===== config.mk =====
export PLATFORM = sky130hd
export DESIGN_NAME = rtu_slave_word_access
export DESIGN_NICKNAME = d
export VERILOG_FILES = /design/src/hw/rtu_pkg.sv /design/src/hw/crc16_byte.sv /design/src/hw/rtu_slave_word_access.sv /design/src/hw/skid_buffer2.sv
export SDC_FILE = /design/constraint.sdc
export NUM_CORES = 1
export LEC_CHECK = 0
export BUFFER_PORTS_ARGS = -buffer_cell sky130_fd_sc_hd__buf_2
export CAP_MARGIN = 10
export CORE_MARGIN = 2
export CORE_UTILIZATION = 61
export DETAILED_ROUTE_END_ITERATION = 10
export PLACE_DENSITY = 0.8
export SYNTH_ARGS = -nofsm -noshare
export SYNTH_HDL_FRONTEND = slang
export SYNTH_SLANG_ARGS = --single-unit

===== constraint.sdc =====
create_clock -name i_clock -period 7.2 [get_ports i_clock]
set_input_delay 0.36 -clock i_clock [delete_from_list [all_inputs] [get_ports i_clock]]
set_output_delay 0.36 -clock i_clock [all_outputs]
set_load 0.03 [all_outputs]

===== src/hw/rtu_pkg.sv =====
// Constants, field positions and state type for the RTU word-access slave
`default_nettype none
package rtu_pkg;
  // ==========================================================
  // Check calculation
  localparam logic [15:0] CRC_PRESET = 16'hFFFF;
  localparam logic [15:0] CRC_POLY = 16'hA001;
  localparam logic [15:0] CRC_RESIDUE = 16'h0000;
  // ==========================================================
  // Command codes and station addresses
  localparam logic [7:0] CMD_READ = 8'h03;
  localparam logic [7:0] CMD_WRITE = 8'h06;
  localparam logic [7:0] STATION_BCAST = 8'h00;
  localparam logic [7:0] STATION_MAX = 8'hF7;
  localparam int MAX_WORDS_DEF = 12;
  // ==========================================================
  // Request layout: every supported request is eight bytes
  localparam logic [3:0] FRAME_LEN = 4'h8;
  localparam logic [3:0] FRAME_OVER = 4'h9;
  localparam int FLD_STATION = 0;
  localparam int FLD_CMD = 1;
  localparam int FLD_REG_HI = 2;
  localparam int FLD_REG_LO = 3;
  localparam int FLD_VAL_HI = 4;
  localparam int FLD_VAL_LO = 5;
  localparam logic [2:0] HDR_LAST_READ = 3'h2;
  localparam logic [2:0] HDR_LAST_WRITE = 3'h5;
  // ==========================================================
  // Word address mapping
  localparam int VOLATILE_BIT = 15;
  localparam int GROUP_MSB = 11;
  localparam int GROUP_LSB = 8;
  // ==========================================================
  // Line timing, idle gaps in tenths of a character time
  localparam int CLK_HZ = 125_000_000;
  localparam int BAUD_DEF = 9600;
  localparam int CHAR_BITS = 11;
  localparam int CHAR_CYCLES_DEF = (CLK_HZ / BAUD_DEF) * CHAR_BITS;
  localparam int GAP_END_TENTHS = 15;
  localparam int GAP_FRAME_TENTHS = 35;
  localparam int TENTHS = 10;
  // ==========================================================
  // Responder states, Gray along the read path
  typedef enum logic [2:0] {
    ST_IDLE = 3'b000,
    ST_HEAD = 3'b001,
    ST_FETCH = 3'b011,
    ST_WHI = 3'b010,
    ST_WLO = 3'b110,
    ST_CRCL = 3'b111,
    ST_CRCH = 3'b101
  } resp_state_t;
endpackage
`default_nettype wire


===== src/hw/crc16_byte.sv =====
// One byte step of the 16-bit frame check, fully combinational
`default_nettype none
module crc16_byte (
  input wire logic [15:0] i_crc,
  input wire logic [7:0] i_data,
  output logic [15:0] o_crc
);
  logic [15:0] stage [0:8];

  // ==========================================================
  // Byte enters the low bits, then eight shift steps
  assign stage[0] = i_crc ^ {8'h00, i_data};
  genvar k;
  generate
    for (k = 0; k < 8; k = k + 1) begin : g_bit
      // Right shift with zero fill, fold in polynomial on a one
      assign stage[k + 1] = stage[k][0] ?
        ((stage[k] >> 1) ^ rtu_pkg::CRC_POLY) : (stage[k] >> 1);
    end
  endgenerate
  assign o_crc = stage[8];
endmodule
`default_nettype wire


===== src/hw/rtu_slave_word_access.sv =====
// Slave command handler: word read, single word write, frame check
`default_nettype none
module rtu_slave_word_access #(
  parameter int CHAR_CYCLES = rtu_pkg::CHAR_CYCLES_DEF,
  parameter int MAX_WORDS = rtu_pkg::MAX_WORDS_DEF
) (
  input wire logic i_clock,
  input wire logic i_reset,
  input wire logic [7:0] i_station_addr,
  input wire logic i_rx_valid,
  input wire logic [7:0] i_rx_data,
  output logic o_tx_valid,
  output logic [7:0] o_tx_data,
  input wire logic i_tx_ready,
  output logic o_par_rd_req,
  output logic o_par_wr_req,
  output logic [3:0] o_par_group,
  output logic [7:0] o_par_index,
  output logic o_par_volatile,
  output logic [15:0] o_par_wr_data,
  input wire logic i_par_rd_valid,
  input wire logic [15:0] i_par_rd_data,
  output logic o_frame_error,
  output logic o_busy
);
  // Least idle times, rounded up to whole cycles
  localparam int T15 = (CHAR_CYCLES * rtu_pkg::GAP_END_TENTHS
    + rtu_pkg::TENTHS - 1) / rtu_pkg::TENTHS;
  localparam int T35 = (CHAR_CYCLES * rtu_pkg::GAP_FRAME_TENTHS
    + rtu_pkg::TENTHS - 1) / rtu_pkg::TENTHS;
  localparam logic [31:0] T15_C = 32'(T15);
  localparam logic [31:0] T35_C = 32'(T35);
  localparam logic [3:0] MAX_W = 4'(MAX_WORDS);

  // ==========================================================
  // Receiver: gap timing and frame capture
  localparam int FRAME_BYTES = int'(rtu_pkg::FRAME_LEN);
  logic [31:0] gap_r, gap_nxt;
  logic in_frame_r, in_frame_nxt, armed_r, armed_nxt;
  logic frame_rdy_r, frame_rdy_nxt;
  logic [3:0] cnt_r, cnt_nxt, widx;
  logic [7:0] fr_r [0:FRAME_BYTES-1];
  logic [15:0] rx_crc_r, rx_crc_nxt, rx_crc_in, rx_crc_out;
  logic start, store, discard;
  logic ferr_r, ferr_nxt;

  // Idle gap decides where frames begin and end; the counter
  // saturates so a long quiet line never wraps into a false start
  always_comb begin
    gap_nxt = gap_r;
    in_frame_nxt = in_frame_r;
    armed_nxt = armed_r;
    cnt_nxt = cnt_r;
    frame_rdy_nxt = 1'b0;
    start = 1'b0;
    store = 1'b0;
    discard = 1'b0;
    if (i_rx_valid) begin
      gap_nxt = '0;
      armed_nxt = 1'b0;
      if (in_frame_r) begin
        store = (cnt_r < rtu_pkg::FRAME_LEN);
        if (cnt_r != rtu_pkg::FRAME_OVER) begin
          cnt_nxt = cnt_r + 4'h1;
        end
      end else if (armed_r) begin
        start = 1'b1;
        store = 1'b1;
        in_frame_nxt = 1'b1;
        cnt_nxt = 4'h1;
      end
    end else begin
      if (gap_r != T35_C) begin
        gap_nxt = gap_r + 32'h1;
      end
      // Bytes seen on a line that was not quiet long enough are noise
      if (!in_frame_r && gap_r == T35_C - 32'h1) begin
        armed_nxt = 1'b1;
      end
      // Short or overlong frame: drop it, next byte is an address
      if (in_frame_r && cnt_r != rtu_pkg::FRAME_LEN &&
          gap_r == T15_C - 32'h1) begin
        discard = 1'b1;
        in_frame_nxt = 1'b0;
        armed_nxt = 1'b1;
      end
      // A full request counts only once the end gap has passed
      if (in_frame_r && cnt_r == rtu_pkg::FRAME_LEN &&
          gap_r == T35_C - 32'h1) begin
        frame_rdy_nxt = 1'b1;
        in_frame_nxt = 1'b0;
        armed_nxt = 1'b1;
      end
    end
  end

  // ==========================================================
  // Receive check: preset on the address byte, data bits only
  assign rx_crc_in = start ? rtu_pkg::CRC_PRESET : rx_crc_r;
  assign rx_crc_nxt = store ? rx_crc_out : rx_crc_r;
  assign widx = start ? 4'h0 : cnt_r;

  crc16_byte u_rx_crc (
    .i_crc(rx_crc_in),
    .i_data(i_rx_data),
    .o_crc(rx_crc_out)
  );

  // Receiver registers
  always_ff @(posedge i_clock or posedge i_reset) begin
    if (i_reset) begin
      gap_r <= '0;
      in_frame_r <= 1'b0;
      armed_r <= 1'b0;
      frame_rdy_r <= 1'b0;
      cnt_r <= '0;
      rx_crc_r <= rtu_pkg::CRC_PRESET;
    end else begin
      gap_r <= gap_nxt;
      in_frame_r <= in_frame_nxt;
      armed_r <= armed_nxt;
      frame_rdy_r <= frame_rdy_nxt;
      cnt_r <= cnt_nxt;
      rx_crc_r <= rx_crc_nxt;
    end
  end

  // One byte slot per request field; the check bytes land last
  genvar j;
  generate
    for (j = 0; j < FRAME_BYTES; j = j + 1) begin : g_field
      logic [7:0] slot_nxt;
      assign slot_nxt = (store && widx == 4'(j)) ? i_rx_data : fr_r[j];
      always_ff @(posedge i_clock or posedge i_reset) begin
        if (i_reset) begin
          fr_r[j] <= 8'h00;
        end else begin
          fr_r[j] <= slot_nxt;
        end
      end
    end
  endgenerate

  // ==========================================================
  // Responder: decode, parameter access and reply framing
  rtu_pkg::resp_state_t state_r, state_nxt;
  logic [2:0] hidx_r, hidx_nxt;
  logic [3:0] left_r, left_nxt;
  logic [15:0] wa_r, wa_nxt, word_r, word_nxt, wdata_r, wdata_nxt;
  logic [15:0] tx_crc_r, tx_crc_nxt, tx_crc_out;
  logic is_read_r, is_read_nxt, rd_req_r, rd_req_nxt;
  logic wr_req_r, wr_req_nxt, busy_r, busy_nxt;
  logic [15:0] req_addr, req_val;
  logic [7:0] tx_byte, hdr_byte;
  logic crc_ok, station_ok, own, bcast, count_ok;
  logic is_rd_cmd, is_wr_cmd, rd_go, wr_go, emit, tx_push, buf_ready;

  // Field decode of the captured request
  assign req_addr = {fr_r[rtu_pkg::FLD_REG_HI],
    fr_r[rtu_pkg::FLD_REG_LO]};
  assign req_val = {fr_r[rtu_pkg::FLD_VAL_HI],
    fr_r[rtu_pkg::FLD_VAL_LO]};
  assign crc_ok = (rx_crc_r == rtu_pkg::CRC_RESIDUE);
  // An own address of zero or above the range never matches
  assign station_ok = (i_station_addr != rtu_pkg::STATION_BCAST) &&
    (i_station_addr <= rtu_pkg::STATION_MAX);
  assign own = station_ok &&
    (fr_r[rtu_pkg::FLD_STATION] == i_station_addr);
  assign bcast = (fr_r[rtu_pkg::FLD_STATION] == rtu_pkg::STATION_BCAST);
  assign is_rd_cmd = (fr_r[rtu_pkg::FLD_CMD] == rtu_pkg::CMD_READ);
  assign is_wr_cmd = (fr_r[rtu_pkg::FLD_CMD] == rtu_pkg::CMD_WRITE);
  assign count_ok = (req_val != 16'h0000) &&
    (req_val <= {12'h000, MAX_W});
  // A read to everyone would collide on the line, so it is ignored
  assign rd_go = frame_rdy_r && crc_ok && own && is_rd_cmd && count_ok;
  assign wr_go = frame_rdy_r && crc_ok && (own || bcast) && is_wr_cmd;

  // Header bytes echo the request; only the read count is rebuilt.
  // Limitation: a new frame during a reply would change the echo.
  assign hdr_byte = (is_read_r && hidx_r == rtu_pkg::HDR_LAST_READ) ?
    {req_val[6:0], 1'b0} : fr_r[hidx_r];
  assign emit = (state_r == rtu_pkg::ST_HEAD) ||
    (state_r == rtu_pkg::ST_WHI) || (state_r == rtu_pkg::ST_WLO) ||
    (state_r == rtu_pkg::ST_CRCL) || (state_r == rtu_pkg::ST_CRCH);
  assign tx_push = emit && buf_ready;

  // Byte offered to the output buffer in each sending state
  always_comb begin
    tx_byte = 8'h00;
    unique case (state_r)
      rtu_pkg::ST_HEAD: tx_byte = hdr_byte;
      rtu_pkg::ST_WHI: tx_byte = word_r[15:8];
      rtu_pkg::ST_WLO: tx_byte = word_r[7:0];
      rtu_pkg::ST_CRCL: tx_byte = tx_crc_r[7:0];
      rtu_pkg::ST_CRCH: tx_byte = tx_crc_r[15:8];
      default: tx_byte = 8'h00;
    endcase
  end

  crc16_byte u_tx_crc (
    .i_crc(tx_crc_r),
    .i_data(tx_byte),
    .o_crc(tx_crc_out)
  );

  // Reply sequencing; each sending state waits for room in the buffer, ST_FETCH waits for the read word
  always_comb begin
    state_nxt = state_r;
    hidx_nxt = hidx_r;
    left_nxt = left_r;
    wa_nxt = wa_r;
    word_nxt = word_r;
    wdata_nxt = wdata_r;
    is_read_nxt = is_read_r;
    tx_crc_nxt = tx_crc_r;
    wr_req_nxt = 1'b0;
    unique case (state_r)
      rtu_pkg::ST_IDLE: begin
        if (rd_go || wr_go) begin
          wa_nxt = req_addr;
          hidx_nxt = 3'h0;
          left_nxt = req_val[3:0];
          is_read_nxt = rd_go;
          tx_crc_nxt = rtu_pkg::CRC_PRESET;
        end
        if (wr_go) begin
          wdata_nxt = req_val;
          wr_req_nxt = 1'b1;
        end
        if (rd_go || (wr_go && !bcast)) begin
          state_nxt = rtu_pkg::ST_HEAD;
        end
      end
      rtu_pkg::ST_HEAD: begin
        if (buf_ready) begin
          tx_crc_nxt = tx_crc_out;
          if (is_read_r && hidx_r == rtu_pkg::HDR_LAST_READ) begin
            state_nxt = rtu_pkg::ST_FETCH;
          end else if (!is_read_r && hidx_r == rtu_pkg::HDR_LAST_WRITE) begin
            state_nxt = rtu_pkg::ST_CRCL;
          end else begin
            hidx_nxt = hidx_r + 3'h1;
          end
        end
      end
      rtu_pkg::ST_FETCH: begin
        if (i_par_rd_valid) begin
          word_nxt = i_par_rd_data;
          state_nxt = rtu_pkg::ST_WHI;
        end
      end
      rtu_pkg::ST_WHI: begin
        if (buf_ready) begin
          tx_crc_nxt = tx_crc_out;
          state_nxt = rtu_pkg::ST_WLO;
        end
      end
      rtu_pkg::ST_WLO: begin
        if (buf_ready) begin
          tx_crc_nxt = tx_crc_out;
          left_nxt = left_r - 4'h1;
          wa_nxt = wa_r + 16'h0001;
          if (left_r == 4'h1) begin
            state_nxt = rtu_pkg::ST_CRCL;
          end else begin
            state_nxt = rtu_pkg::ST_FETCH;
          end
        end
      end
      rtu_pkg::ST_CRCL: begin
        if (buf_ready) begin
          state_nxt = rtu_pkg::ST_CRCH;
        end
      end
      rtu_pkg::ST_CRCH: begin
        if (buf_ready) begin
          state_nxt = rtu_pkg::ST_IDLE;
        end
      end
      default: state_nxt = rtu_pkg::ST_IDLE;
    endcase
    rd_req_nxt = (state_nxt == rtu_pkg::ST_FETCH);
    busy_nxt = (state_nxt != rtu_pkg::ST_IDLE);
  end

  // Damaged check or a line gone quiet mid-frame is flagged
  assign ferr_nxt = discard || (frame_rdy_r && !crc_ok);

  // Responder registers
  always_ff @(posedge i_clock or posedge i_reset) begin
    if (i_reset) begin
      state_r <= rtu_pkg::ST_IDLE;
      hidx_r <= '0;
      left_r <= '0;
      wa_r <= '0;
      word_r <= '0;
      wdata_r <= '0;
      is_read_r <= 1'b0;
      tx_crc_r <= rtu_pkg::CRC_PRESET;
      rd_req_r <= 1'b0;
      wr_req_r <= 1'b0;
      busy_r <= 1'b0;
      ferr_r <= 1'b0;
    end else begin
      state_r <= state_nxt;
      hidx_r <= hidx_nxt;
      left_r <= left_nxt;
      wa_r <= wa_nxt;
      word_r <= word_nxt;
      wdata_r <= wdata_nxt;
      is_read_r <= is_read_nxt;
      tx_crc_r <= tx_crc_nxt;
      rd_req_r <= rd_req_nxt;
      wr_req_r <= wr_req_nxt;
      busy_r <= busy_nxt;
      ferr_r <= ferr_nxt;
    end
  end

  // ==========================================================
  // Outputs, all taken from registers
  assign o_par_rd_req = rd_req_r;
  assign o_par_wr_req = wr_req_r;
  assign o_par_group = wa_r[rtu_pkg::GROUP_MSB:rtu_pkg::GROUP_LSB];
  assign o_par_index = wa_r[rtu_pkg::GROUP_LSB-1:0];
  assign o_par_volatile = wa_r[rtu_pkg::VOLATILE_BIT];
  assign o_par_wr_data = wdata_r;
  assign o_frame_error = ferr_r;
  assign o_busy = busy_r;

  // Two entries let the host stall without losing a reply byte
  skid_buffer2 #(
    .WIDTH(8)
  ) u_tx_buf (
    .i_clock(i_clock),
    .i_reset(i_reset),
    .i_in_valid(emit),
    .i_in_data(tx_byte),
    .o_in_ready(buf_ready),
    .o_out_valid(o_tx_valid),
    .o_out_data(o_tx_data),
    .i_out_ready(i_tx_ready)
  );
endmodule
`default_nettype wire


===== src/hw/skid_buffer2.sv =====
// Two-entry buffer with valid and ready on both sides
`default_nettype none
module skid_buffer2 #(
  parameter int WIDTH = 8
) (
  input wire logic i_clock,
  input wire logic i_reset,
  input wire logic i_in_valid,
  input wire logic [WIDTH-1:0] i_in_data,
  output logic o_in_ready,
  output logic o_out_valid,
  output logic [WIDTH-1:0] o_out_data,
  input wire logic i_out_ready
);
  logic v0_r, v1_r, v0_nxt, v1_nxt;
  logic [WIDTH-1:0] d0_r, d1_r, d0_nxt, d1_nxt;
  logic push, pop;

  // Ready only from the tail flag, so no path from out to in
  assign o_in_ready = !v1_r;
  assign o_out_valid = v0_r;
  assign o_out_data = d0_r;
  assign push = i_in_valid && !v1_r;
  assign pop = v0_r && i_out_ready;

  // ==========================================================
  // Head entry drains first, tail slides forward on a pop
  always_comb begin
    v0_nxt = v0_r;
    v1_nxt = v1_r;
    d0_nxt = d0_r;
    d1_nxt = d1_r;
    if (pop) begin
      v0_nxt = v1_r;
      d0_nxt = d1_r;
      v1_nxt = 1'b0;
    end
    if (push) begin
      if (!v0_nxt) begin
        v0_nxt = 1'b1;
        d0_nxt = i_in_data;
      end else begin
        v1_nxt = 1'b1;
        d1_nxt = i_in_data;
      end
    end
  end

  always_ff @(posedge i_clock or posedge i_reset) begin
    if (i_reset) begin
      v0_r <= 1'b0;
      v1_r <= 1'b0;
      d0_r <= '0;
      d1_r <= '0;
    end else begin
      v0_r <= v0_nxt;
      v1_r <= v1_nxt;
      d0_r <= d0_nxt;
      d1_r <= d1_nxt;
    end
  end
endmodule
`default_nettype wire


* After elaboration in Yosys (flattened, before gate mapping) *
Index checks and enable logic that the tools add are counted.

word-level totals
  word-level logic and storage cells = 235
  bits of input ports = 37
  output and inout port bits = 42
  flip-flop bits (word level) = 216

operators by class
  add/sub/neg operators = 5
  mux-type cells = 80
  reduce and logical (&&, ||, !) cells = 64
  equality and inequality tests = 33
  $lt $le $gt $ge = 4
  bitwise operators = 19

operators by type and width
  cell                                                                       number
  16-bit 2-to-1 mux                                                          21
  32-bit 2-to-1 mux                                                          2
  16-bit case mux with 2 select lines                                        2
  8-bit 2-to-1 mux                                                           6
  2-bit inverter with 3-bit output                                           16
  3-bit 2-to-1 mux                                                           14
  8-bit case mux with 5 select lines                                         1
  32-bit by 1-bit adder with 32-bit output, second input constant            1
  32-bit by 18-bit == test with 1-bit output, second input constant          1
  32-bit by 19-bit == test with 1-bit output, second input constant          1
  32-bit by 19-bit inequality test with 1-bit output, second input constant  1
  16-bit by 8-bit XOR with 16-bit output                                     2
  1-bit logical AND                                                          28
  8-bit binary-select mux with 3-bit select                                  1
  1-bit 2-to-1 mux                                                           24
  4-bit 2-to-1 mux                                                           6
  3-bit case mux with 7 select lines                                         1
  16-bit by 1-bit adder with 16-bit output, second input constant            1
  4-bit by 3-bit == test with 1-bit output, second input constant            4
  16-bit by 4-bit <= comparator with 1-bit output, second input constant     1
  16-bit zero test                                                           1
  16-bit nonzero test                                                        1
  3-bit by 2-bit == test with 1-bit output, second input constant            4
  3-bit == test, second input constant                                       4
  32 further kinds                                                           61

* Depth between registers and ports, before layout *
Gate-level depths: netlist of the first run.

  depth after elaboration = 25
  depth in mapped cells = 12
  mapped depth without buffers = 10

* Cells and area by module *
A second synthesis of the first run with hierarchy kept.

second synthesis, totals
  cells, all modules = 1047
  area total of the unflattened synthesis = 11674.9 um2

by module, submodules not included
  module                 sequential area each (um2)  times used  area each (um2)  cells an instance
  rtu_slave_word_access  4994.8                      1           10287.4          938
  skid_buffer2           450.4                       1           799.5            53
  crc16_byte             0.0                         2           294.0            28

* Least setup slack after synthesis of the first run *
OpenSTA, ideal clock, no wires.

  path kind = register -> register
  start = register hidx_r[0]
  end = register tx_crc_r[0]
  cell stages (with the launch flop) = 13
  setup slack = 3928 ps
  library setup time = 73 ps
  buffers on the path = 2
  period minus slack after synthesis = 3272 ps
  arrival = 3199 ps
  required time = 7127 ps
  cell sequence = dfrtp_1 clkbuf_1 inv_1 ha_1 and3b_1 clkbuf_1 o2bb2ai_1 a211o_1 a21oi_2 xor2_1 xnor3_1 xnor3_1 a21oi_1

on the way
  cells in the longest elaborated chain, start to end = 18
  elaborated cells between the ends (all ways) = 26
  classes of those cells = 1 x eq/ne; 15 x mux; 9 x bitwise; 1 x reduce/logical

ends and longest elaborated chain
  item                                                                             line                                                                                      text
  from (decl)                                                                      rtu_slave_word_access.sv:147                                                              logic [2:0] hidx_r, hidx_nxt;
  from (signal assigned)                                                           rtu_slave_word_access.sv:306                                                              hidx_r <= hidx_nxt;
  3-bit inverter with 4-bit output (not written as such)                           rtu_slave_word_access.sv:181                                                              {req_val[6:0], 1'b0} : fr_r[hidx_r];
  8-bit binary-select mux with 3-bit select                                        rtu_slave_word_access.sv:181
  8-bit 2-to-1 mux (not written as such) (2 in series)                             rtu_slave_word_access.sv:181
  8-bit 2-to-1 mux *                                                               rtu_slave_word_access.sv:180                                                              assign hdr_byte = (is_read_r && hidx_r == rtu_pkg::HDR_LAST_READ) ?
  8-bit case mux with 5 select lines *                                             rtu_slave_word_access.sv:190                                                              unique case (state_r)
  16-bit by 8-bit XOR with 16-bit output *                                         crc16_byte.sv:12                                                                          assign stage[0] = i_crc ^ {8'h00, i_data};
  16-bit 2-to-1 mux * (6 in series)                                                crc16_byte.sv:17                                                                          assign stage[k + 1] = stage[k][0] ?
  2-bit inverter with 3-bit output (no line) or 16-bit 2-to-1 mux (tied branches)  --
  16-bit 2-to-1 mux * (2 in series)                                                crc16_byte.sv:17
  16-bit 2-to-1 mux *                                                              rtu_slave_word_access.sv:235, rtu_slave_word_access.sv:253, rtu_slave_word_access.sv:259
  16-bit case mux with 2 select lines *                                            rtu_slave_word_access.sv:217                                                              unique case (state_r)
  to (signal assigned)                                                             rtu_slave_word_access.sv:299                                                              tx_crc_r <= rtu_pkg::CRC_PRESET;
  to (signal assigned)                                                             rtu_slave_word_access.sv:312                                                              tx_crc_r <= tx_crc_nxt;
  to (decl)                                                                        rtu_slave_word_access.sv:150                                                              logic [15:0] tx_crc_r, tx_crc_nxt, tx_crc_out;

Every way passes the cells marked *; elsewhere a longest branch is shown, timed or not. The select of a mux whose other input is x is not followed.
A chain may end at the register's enable or synchronous reset.

* Worst setup path in the final report of the first run *
  start = register fr_r[58] in the netlist's numbering
  end = register wa_r[4]

on the way
  cells in the longest elaborated chain, start to end = 8
  elaborated cells between the ends (all ways) = 12
  classes of those cells = 2 x eq/ne; 10 x reduce/logical

ends and longest elaborated chain
  item                                                       line                                                        text
  from (decl)                                                rtu_slave_word_access.sv:42                                 logic [7:0] fr_r [0:FRAME_BYTES-1];
  from (signal, indexed assignment)                          rtu_slave_word_access.sv:138                                fr_r[j] <= slot_nxt;
  8-bit == test                                              rtu_slave_word_access.sv:168                                (fr_r[rtu_pkg::FLD_STATION] == i_station_addr);
  1-bit logical AND                                          rtu_slave_word_access.sv:167                                assign own = station_ok &&
  1-bit logical AND or 1-bit logical OR (tied branches)      rtu_slave_word_access.sv:175, rtu_slave_word_access.sv:176
  1-bit logical AND, on equally long branches (2 in series)  rtu_slave_word_access.sv:175, rtu_slave_word_access.sv:176
  1-bit logical OR *                                         rtu_slave_word_access.sv:219                                if (rd_go || wr_go) begin
  2-bit inequality test (no line) *                          --
  3-bit AND reduction (no line) *                            --
  to (signal assigned)                                       rtu_slave_word_access.sv:308                                wa_r <= wa_nxt;
  to (decl)                                                  rtu_slave_word_access.sv:149                                logic [15:0] wa_r, wa_nxt, word_r, word_nxt, wdata_r, wdata_nxt;

Every way passes the cells marked *; elsewhere a longest branch is shown, timed or not.

==> key figures, run 1 <==
Synthesis
  • Post-Syn Area: 11300 µm²
  • Syn Inst Count: 1077
  • Synthesized flop and latch total: 216
  • Post-Syn Nets: 1126
  • Number of flops mapped to enable cells by yosys: 0
  • Adder-Cell Fraction of Synth Area: 1.32%
  • Multiplexer area fraction after synthesis: 13.5%
  • Largest family of logic cells by synthesized area: simple AND/OR/NAND/NOR gates
  • Syn. warnings: 0
  • Predominant post-synthesis flop cell: dfrtp_1
  • Synth async-reset ratio: 100%
  • Complex-gate fraction of the synthesized area: 11.4%
  • Synth Area in Simple Gates: 14.8%
  • Sequential area share after synthesis: 48.0%
  • Post-Synth XOR/XNOR Area: 7.42%
  • Synth Area per Inst: 10.5 µm²
  • Distinct cells, synth: 72

Drt
  • Vias/cell: 6.23
  • Drt total wl: 27900 µm
  • Wirelength per Cell: 20.4 µm
  • Drt pass-1 iters: 5
  • Post-DRT Antenna Nets: 0
  • Drt drc: 0
  • DRT iter0 DRCs: 693
  • Vias: 8515

Worst setup path
  • Crit-path slowest cell: nor2_2
  • Setup CP Type: reg2reg
  • Crit end category: register
  • Crit path DAT: 4.00 ns
  • CP peak stage delay: 1.01 ns
  • R2r startpoint: fr_r[58]
  • Critical Path Start Type: register
  • Worst EP required: 7.64 ns
  • Setup crit start: fr_r[58]
  • Crit Path Max Fanout: 33
  • Crit path cell chain: nor2b_1, a2111oi_0, o211ai_1, o31ai_1, a21oi_1, nor2_2, o21ai_0, a22oi_1

Finish
  • Fin nets: 1170
  • Syn-to-layout area delta: 10.9%
  • Area of the multi-input gates: 5490 µm²
  • Fillers: 1323
  • Antenna cells: 0
  • Share of post-route cells with drive strength above 1: 24.4%
  • Post-Layout Cell Count: 1367
  • Register area: 5450 µm²

STA
  • Final setup TNS: 0 ns
  • RSZ-0062 raised after global routing: no
  • Fin Hold WS: 0.0723 ns
  • Tmin final: 3.57 ns
  • Slew headroom: 14.6%
  • Worst slew pin tran: 1.27 ns
  • Period utilisation layout: 49.5%
  • Max-slew violations: 0
  • Upper clock frequency limit: 0.280 GHz
  • Clk_skew: 0.0144 ns
  • Setup-failing EPs final: 0
  • Final Hold Vio Count: 0

Clock network
  • CTS root buffer: clkbuf_16
  • Clk Latency, worst-skew pair: 0.52 ns
  • Clk sink count: 216
  • Post-CTS Resized: 0
  • Post-CTS setup buffers: 0
  • Cts bufs inserted: 23
  • CTS tree: built
  • Max clock buf depth: 3
  • CTS HTree Levels: 1
  • Clock Pin Slew Worst Setup and Hold Paths: 0.06 ns
  • # hold bufs at CTS: 0

Hold path
  • Min-delay src: i_par_rd_data[1]
  • Min-Delay Path Class: in2reg

Global routing
  • Initial antenna violation count: 0
  • All-layer global routing usage: 28.6%
  • Vias in the first global route: 8320
  • First-pass GRT wire length: 44800 µm
  • Largest net degree at the start of global routing: 150
  • Total gr overflow: 0

Job
  • Maxcap violations: 0

Die
  • Num rows: 49
  • DIE WIDTH: 140 µm
  • IO Count: 79
  • Die area: 19700 µm²
  • Core Region: 18100 µm²
  • Die H: 140 µm
  • Starting density of the core: 62.7%

Placed design
  • PortBufs: 78
  • Hpwl dp: 18900 µm
  • Placed cells: 1325
  • GPL Wtd Cong: 0.915

Power
  • Total power: 0.00385 W
  • P per Cell Area: 306 nW/µm²
  • Leak: 5.71 nW
  • Max VDD drop: 0.186 mV

Run status
  • Status: complete, no violations
cell usage after synthesis (5+ instances only):
cell / instances / area, µm²
dfrtp_1: 184 / 4600
mux2_2: 101 / 1140
nor2_1: 98 / 368
nand2_1: 80 / 300
a21oi_1: 60 / 300
o21ai_0: 54 / 270
xnor2_1: 42 / 368
clkbuf_1: 41 / 154
xor2_1: 41 / 359
nand3_1: 34 / 170
dfstp_2: 32 / 841
mux2i_1: 27 / 270
inv_1: 21 / 78.8
nand4_1: 19 / 119
nor3_1: 18 / 90.1
nor4_1: 17 / 106
and3_1: 14 / 87.6
buf_4: 12 / 90.1
ha_1: 12 / 150
nor2b_1: 10 / 62.6
o22ai_1: 10 / 62.6
a211oi_1: 8 / 60.1
nand2b_1: 8 / 50.1
o211ai_1: 8 / 60.1
a22o_1: 7 / 61.3
a22oi_1: 6 / 45.0
o22a_1: 6 / 52.6
or3_1: 6 / 37.5
a31oi_1: 5 / 31.3
and2_1: 5 / 31.3
buf_1: 5 / 18.8
buf_2: 5 / 25.0
final timing paths:
| check | endpoint | slack [ns] | depth (start not counted) |
|---|---|---|---|
| setup / recovery | wa_r[4] | 3.63 | 8 |
| hold / removal | word_r[1] | 0.07 | 2 |
| setup reg to reg | wa_r[4] | 3.63 | 8 |
| hold reg to reg | rx_crc_r[12] | 0.49 | 2 |
| max in group asynchronous | gap_r[19] | 5.65 | 3 |
| min in group asynchronous | wa_r[9] | 0.09 | 2 |
layout by cell type, fill, tap and decap left out, types with 6 or more instances in the layout:
master / n
inv_1: 20
o22a_1: 6
nand3_1: 34
buf_2: 78
nor4_1: 17
o211ai_1: 8
buf_4: 7
a22oi_1: 6
nor2b_1: 10
xnor2_1: 42
xor2_1: 41
dfstp_2: 32
nor3_1: 18
a21oi_1: 60
mux2i_1: 27
dfrtp_1: 184
o22ai_1: 10
a22o_1: 7
and3_1: 14
mux2_2: 101
or3_1: 6
clkbuf_16: 23
nand2_1: 80
a211oi_1: 8
nand4_1: 19
nand2b_1: 8
ha_1: 12
o21ai_0: 54
nor2_1: 97
power breakdown:
part / switching [W] / internal, W
combinational: 0.000381 / 0.000417
clock: 0.000506 / 0.000772
sequential: 0.000306 / 0.00146
total: 0.00119 / 0.00265
state kept, by name (all words and copies together) (netlist names), 3 cells and up:
signal and cells:
word_r 16, left_r 4, o_par_wr_data 16, tx_crc_r 16, wa_r 16, u_tx_buf.d1_r 8
gap_r 32, state_r 3, rx_crc_r 16, cnt_r 4, fr_r 64, hidx_r 3
u_tx_buf.o_out_data 8
cells by family after synthesis:
logic type | count (synthesis)
DFF | 216
and+or+nand+nor | 340
AOI/OAI and AO/OA | 200
adders and majority gates | 12
muxes | 134
xor gates and xnor gates | 88
buffers and inverters | 87
metal layers:
metal	wire (µm)	global-route usage, %	part of all wire, %	up-vias
met5	0	0	0	-
met2	13400	46.6	48	280
li1	-	-	-	3933
met3	1390	4.07	5.0	52
met1	12300	40.5	44	4250
met4	754	8.19	2.7	0
layout make-up:
cell class	instances	area share [%]
Clock buffer	27	5.01
Multi-Input combinational cell	774	43.7
Sequential cell	216	43.3
Tap cell	229	2.28
Clock inverter	15	1.52
Inverter	21	0.687
Timing Repair Buffer	85	3.52
worst max-delay path: cells and delay by family, from the launching register on:
kind / cells / cell delay [ns]
simple gates: 2 / 1.19
compound gates: 6 / 1.82
flops: 1 / 0.47
metrics by stage:
stage          setup slack [ns]  utilization, %  cell area (µm²)
6_report                   3.63            69.5            12600
3_3_place_gp               3.84            65.0            11800
5_1_grt                    3.29            69.5            12600
4_1_cts                    3.65            69.5            12600
3_5_place_dp               3.67            65.0            11800
2_1_floorplan             0.985               -            11300
No activity file was read; power rests on OpenSTA's default activity.
==> inputs of run 2 (changes only) <==
==> constraint.sdc (replaced) <==
create_clock -name i_clock -period 3.33 [get_ports i_clock]
set_input_delay 0.1665 -clock i_clock [delete_from_list [all_inputs] [get_ports i_clock]]
set_output_delay 0.1665 -clock i_clock [all_outputs]
set_load 0.03 [all_outputs]
==> run 2 against run 1 <==
Effect of this change:
- register-to-register slack worse by 3.5 ns
- wire length is 2.2% higher
- first-iteration DRC count down 9.1%
- critical path depth up 2
- largest power group unchanged
==> key figures, run 2 (synthesis gave the netlist of run 1 again) <==
Run status
  • Status: complete, no violations

Power
  • Max VDD drop: 0.586 mV (+220%)
  • Leak: 5.92 nW (+3.7%)
  • P per Cell Area: 642 nW/µm² (+110%)
  • Total power: 0.00833 W (+120%)

Finish
  • Fin nets: 1213 (+3.7%)
  • Share of post-route cells with drive strength above 1: 25.8% (+1.4 points)
  • Regs by FF count: fr_r: 64 flops, gap_r: 32 flops
  • Most frequent cells in the layout: dfrtp_1 (184), mux2_2 (101), nor2_1 (97)
  • Reg with most FFs: fr_r
  • Commonest non-fill, non-tap cell in the layout: dfrtp_1
  • Antenna cells: 0 (unchanged)
  • Syn-to-layout area delta: 14.6%
  • Max reg flops: 64 (unchanged)

STA
  • Upper clock frequency limit: 0.316 GHz (+13%)
  • Slew headroom: 43.9% (+29 points)
  • Max-slew violations: 0 (unchanged)
  • Tmin final: 3.16 ns (-0.402 ns)
  • Clk_skew: 0.0229 ns (+0.00850 ns)
  • Setup-failing EPs final: 0 (unchanged)
  • Final Hold Vio Count: 0 (unchanged)
  • Period utilisation layout: 95.0% (+46 points)
  • Final setup TNS: 0 ns (unchanged)
  • RSZ-0062 raised after global routing: no
  • Worst slew pin tran: 0.834 ns (-0.437 ns)

Clock network
  • Clock Pin Slew Worst Setup and Hold Paths: 0.07 ns (about the same)
  • CTS root buffer: clkbuf_16
  • CTS tree: built
  • Clk Latency, worst-skew pair: 0.53 ns (about the same)
  • Max clock buf depth: 3 (unchanged)
  • Post-CTS setup buffers: 0 (unchanged)
  • Cts bufs inserted: 23 (unchanged)
  • Post-CTS Resized: 0 (unchanged)
  • Clk sink count: 216 (unchanged)
  • CTS HTree Levels: 1 (unchanged)

Die
  • Core Region: 18100 µm² (unchanged)
  • Num rows: 49 (unchanged)
  • IO Count: 79 (unchanged)
  • Die H: 140 µm (unchanged)
  • Die area: 19700 µm² (unchanged)
  • Starting density of the core: 62.7% (unchanged)
  • DIE WIDTH: 140 µm (unchanged)

Drt
  • Wirelength per Cell: 20.2 µm (-0.88%)
  • Vias/cell: 6.16 (-1.1%)
  • Post-DRT Antenna Nets: 0 (unchanged)
  • DRT iter0 DRCs: 630 (-9.1%)
  • Drt total wl: 28500 µm (+2.2%)
  • Drt drc: 0 (unchanged)
  • Vias: 8685 (+2.0%)
  • Drt pass-1 iters: 5 (unchanged)

Placed design
  • GPL Wtd Cong: 0.910 (-0.51%)
  • Hpwl dp: 19200 µm (+2.0%)
  • PortBufs: 78 (unchanged)

Hold path
  • Worst Hold Depth: 3 (+1)
  • Min-Delay Path Class: in2reg

Worst setup path
  • Setup CP Type: reg2reg
  • CP Depth: 10 (+2)
  • Crit-path slowest cell: or4_4
  • Worst EP required: 3.77 ns (-3.87 ns)
  • Crit Path Max Fanout: 6 (-82%)
  • CP bufs+invs: 1 (+1)
  • Crit path cell chain: inv_1, ha_1, and2_1, o32ai_1, or4_4, a221oi_4, xnor3_1, xnor3_2, xnor3_1, a21oi_1
  • CP peak stage delay: 0.52 ns (-0.49 ns)
  • Crit path max-delay family: XOR/XNOR gates
  • Crit end category: register
  • Cell repeated most along the worst path: xnor3_1
  • Crit path DAT: 3.61 ns (-0.39 ns)
  • Reg2Reg Depth: 10 (+2)
  • Critical Path Start Type: register

Job
  • Maxcap violations: 0 (unchanged)

Global routing
  • Initial antenna violation count: 0 (unchanged)
  • Vias in the first global route: 8601 (+3.4%)
  • First-pass GRT wire length: 46100 µm (+3.0%)
  • All-layer global routing usage: 29.4% (+0.77 points)
  • Total gr overflow: 0 (unchanged)
  • Largest net degree at the start of global routing: 63 (-58%)
run 2: cell types whose count changed in the layout (fill, tap and decap cells not counted), sizes merged:
cell | before | now
buf | 85 | 111
dlygate4sd3 | 0 | 17
clkinv | 6 | 5
clkinvlp | 4 | 5
run 2: through the flow:
step                      std cells  cell area, µm²  utilization (%)  hold WS [ns]  worst slack, ns
after global placement         1351           12000             66.3         0.355            0.269
after CTS                      1410           13000             71.8        0.0281            0.190
after floorplan                1077           11300                -         0.317           0.0579
final                          1410           13000             71.8        0.0517            0.165
after global routing           1410           13000             71.8        0.0704           0.0459
after detailed placement       1351           12000             66.3         0.359            0.221
run 2: area by class of cell:
cell class                      instances  area [µm²]
Fill cell                            1269        5100
Inverter                               21        82.6
Timing Repair Buffer                  128         858
Multi-Input combinational cell        774        5490
Tap cell                              229         287
Clock inverter                         15         193
Clock buffer                           27         631
Sequential cell                       216        5450
run 2: what timing repair did:
| item | in CTS | in global routing |
|---|---|---|
| endpoints found under the hold margin | 48 | 0 |
| setup endpoints to repair | 0 | 0 |
| hold buffers | 17 | 0 |
run 2: worst reg2reg max path, delay by kind of cell, from the launching register on:
family,cells,cell delay [ns]
and+or+nand+nor,2,0.79
adders and majority gates,1,0.23
DFF,1,0.38
buffers and inverters,1,0.06
xor gates and xnor gates,3,0.98
AOI/OAI and AO/OA,3,0.65
run 2: final timing paths:
kind,from,slack (ns),to
max,hidx_r[0],0.17,tx_crc_r[0]
min,i_rx_data[3],0.05,fr_r[19]
max reg2reg,hidx_r[0],0.17,tx_crc_r[0]
min reg2reg,rx_crc_r[2],0.49,rx_crc_r[2]
max in group asynchronous,i_reset,2.14,tx_crc_r[8]
min in group asynchronous,i_reset,0.37,fr_r[12]
run 2: power by group:
| part | leakage, nW | switching [W] | internal, W |
|---|---|---|---|
| Clock | 0.398 | 0.00111 | 0.00167 |
| Sequential | 2.80 | 0.000609 | 0.00316 |
| Combinational | 2.72 | 0.000850 | 0.000932 |
| Total | 5.92 | 0.00256 | 0.00577 |
run 2: per-layer routing:
layer / global-route usage (%) / share of wire [%] / vias up
li1: - / - / 4017
met1: 40.7 / 43 / 4306
met2: 46.7 / 47 / 276
met3: 4.75 / 5.1 / 86
met4: 12.0 / 4.2 / 0
met5: 0 / 0 / -
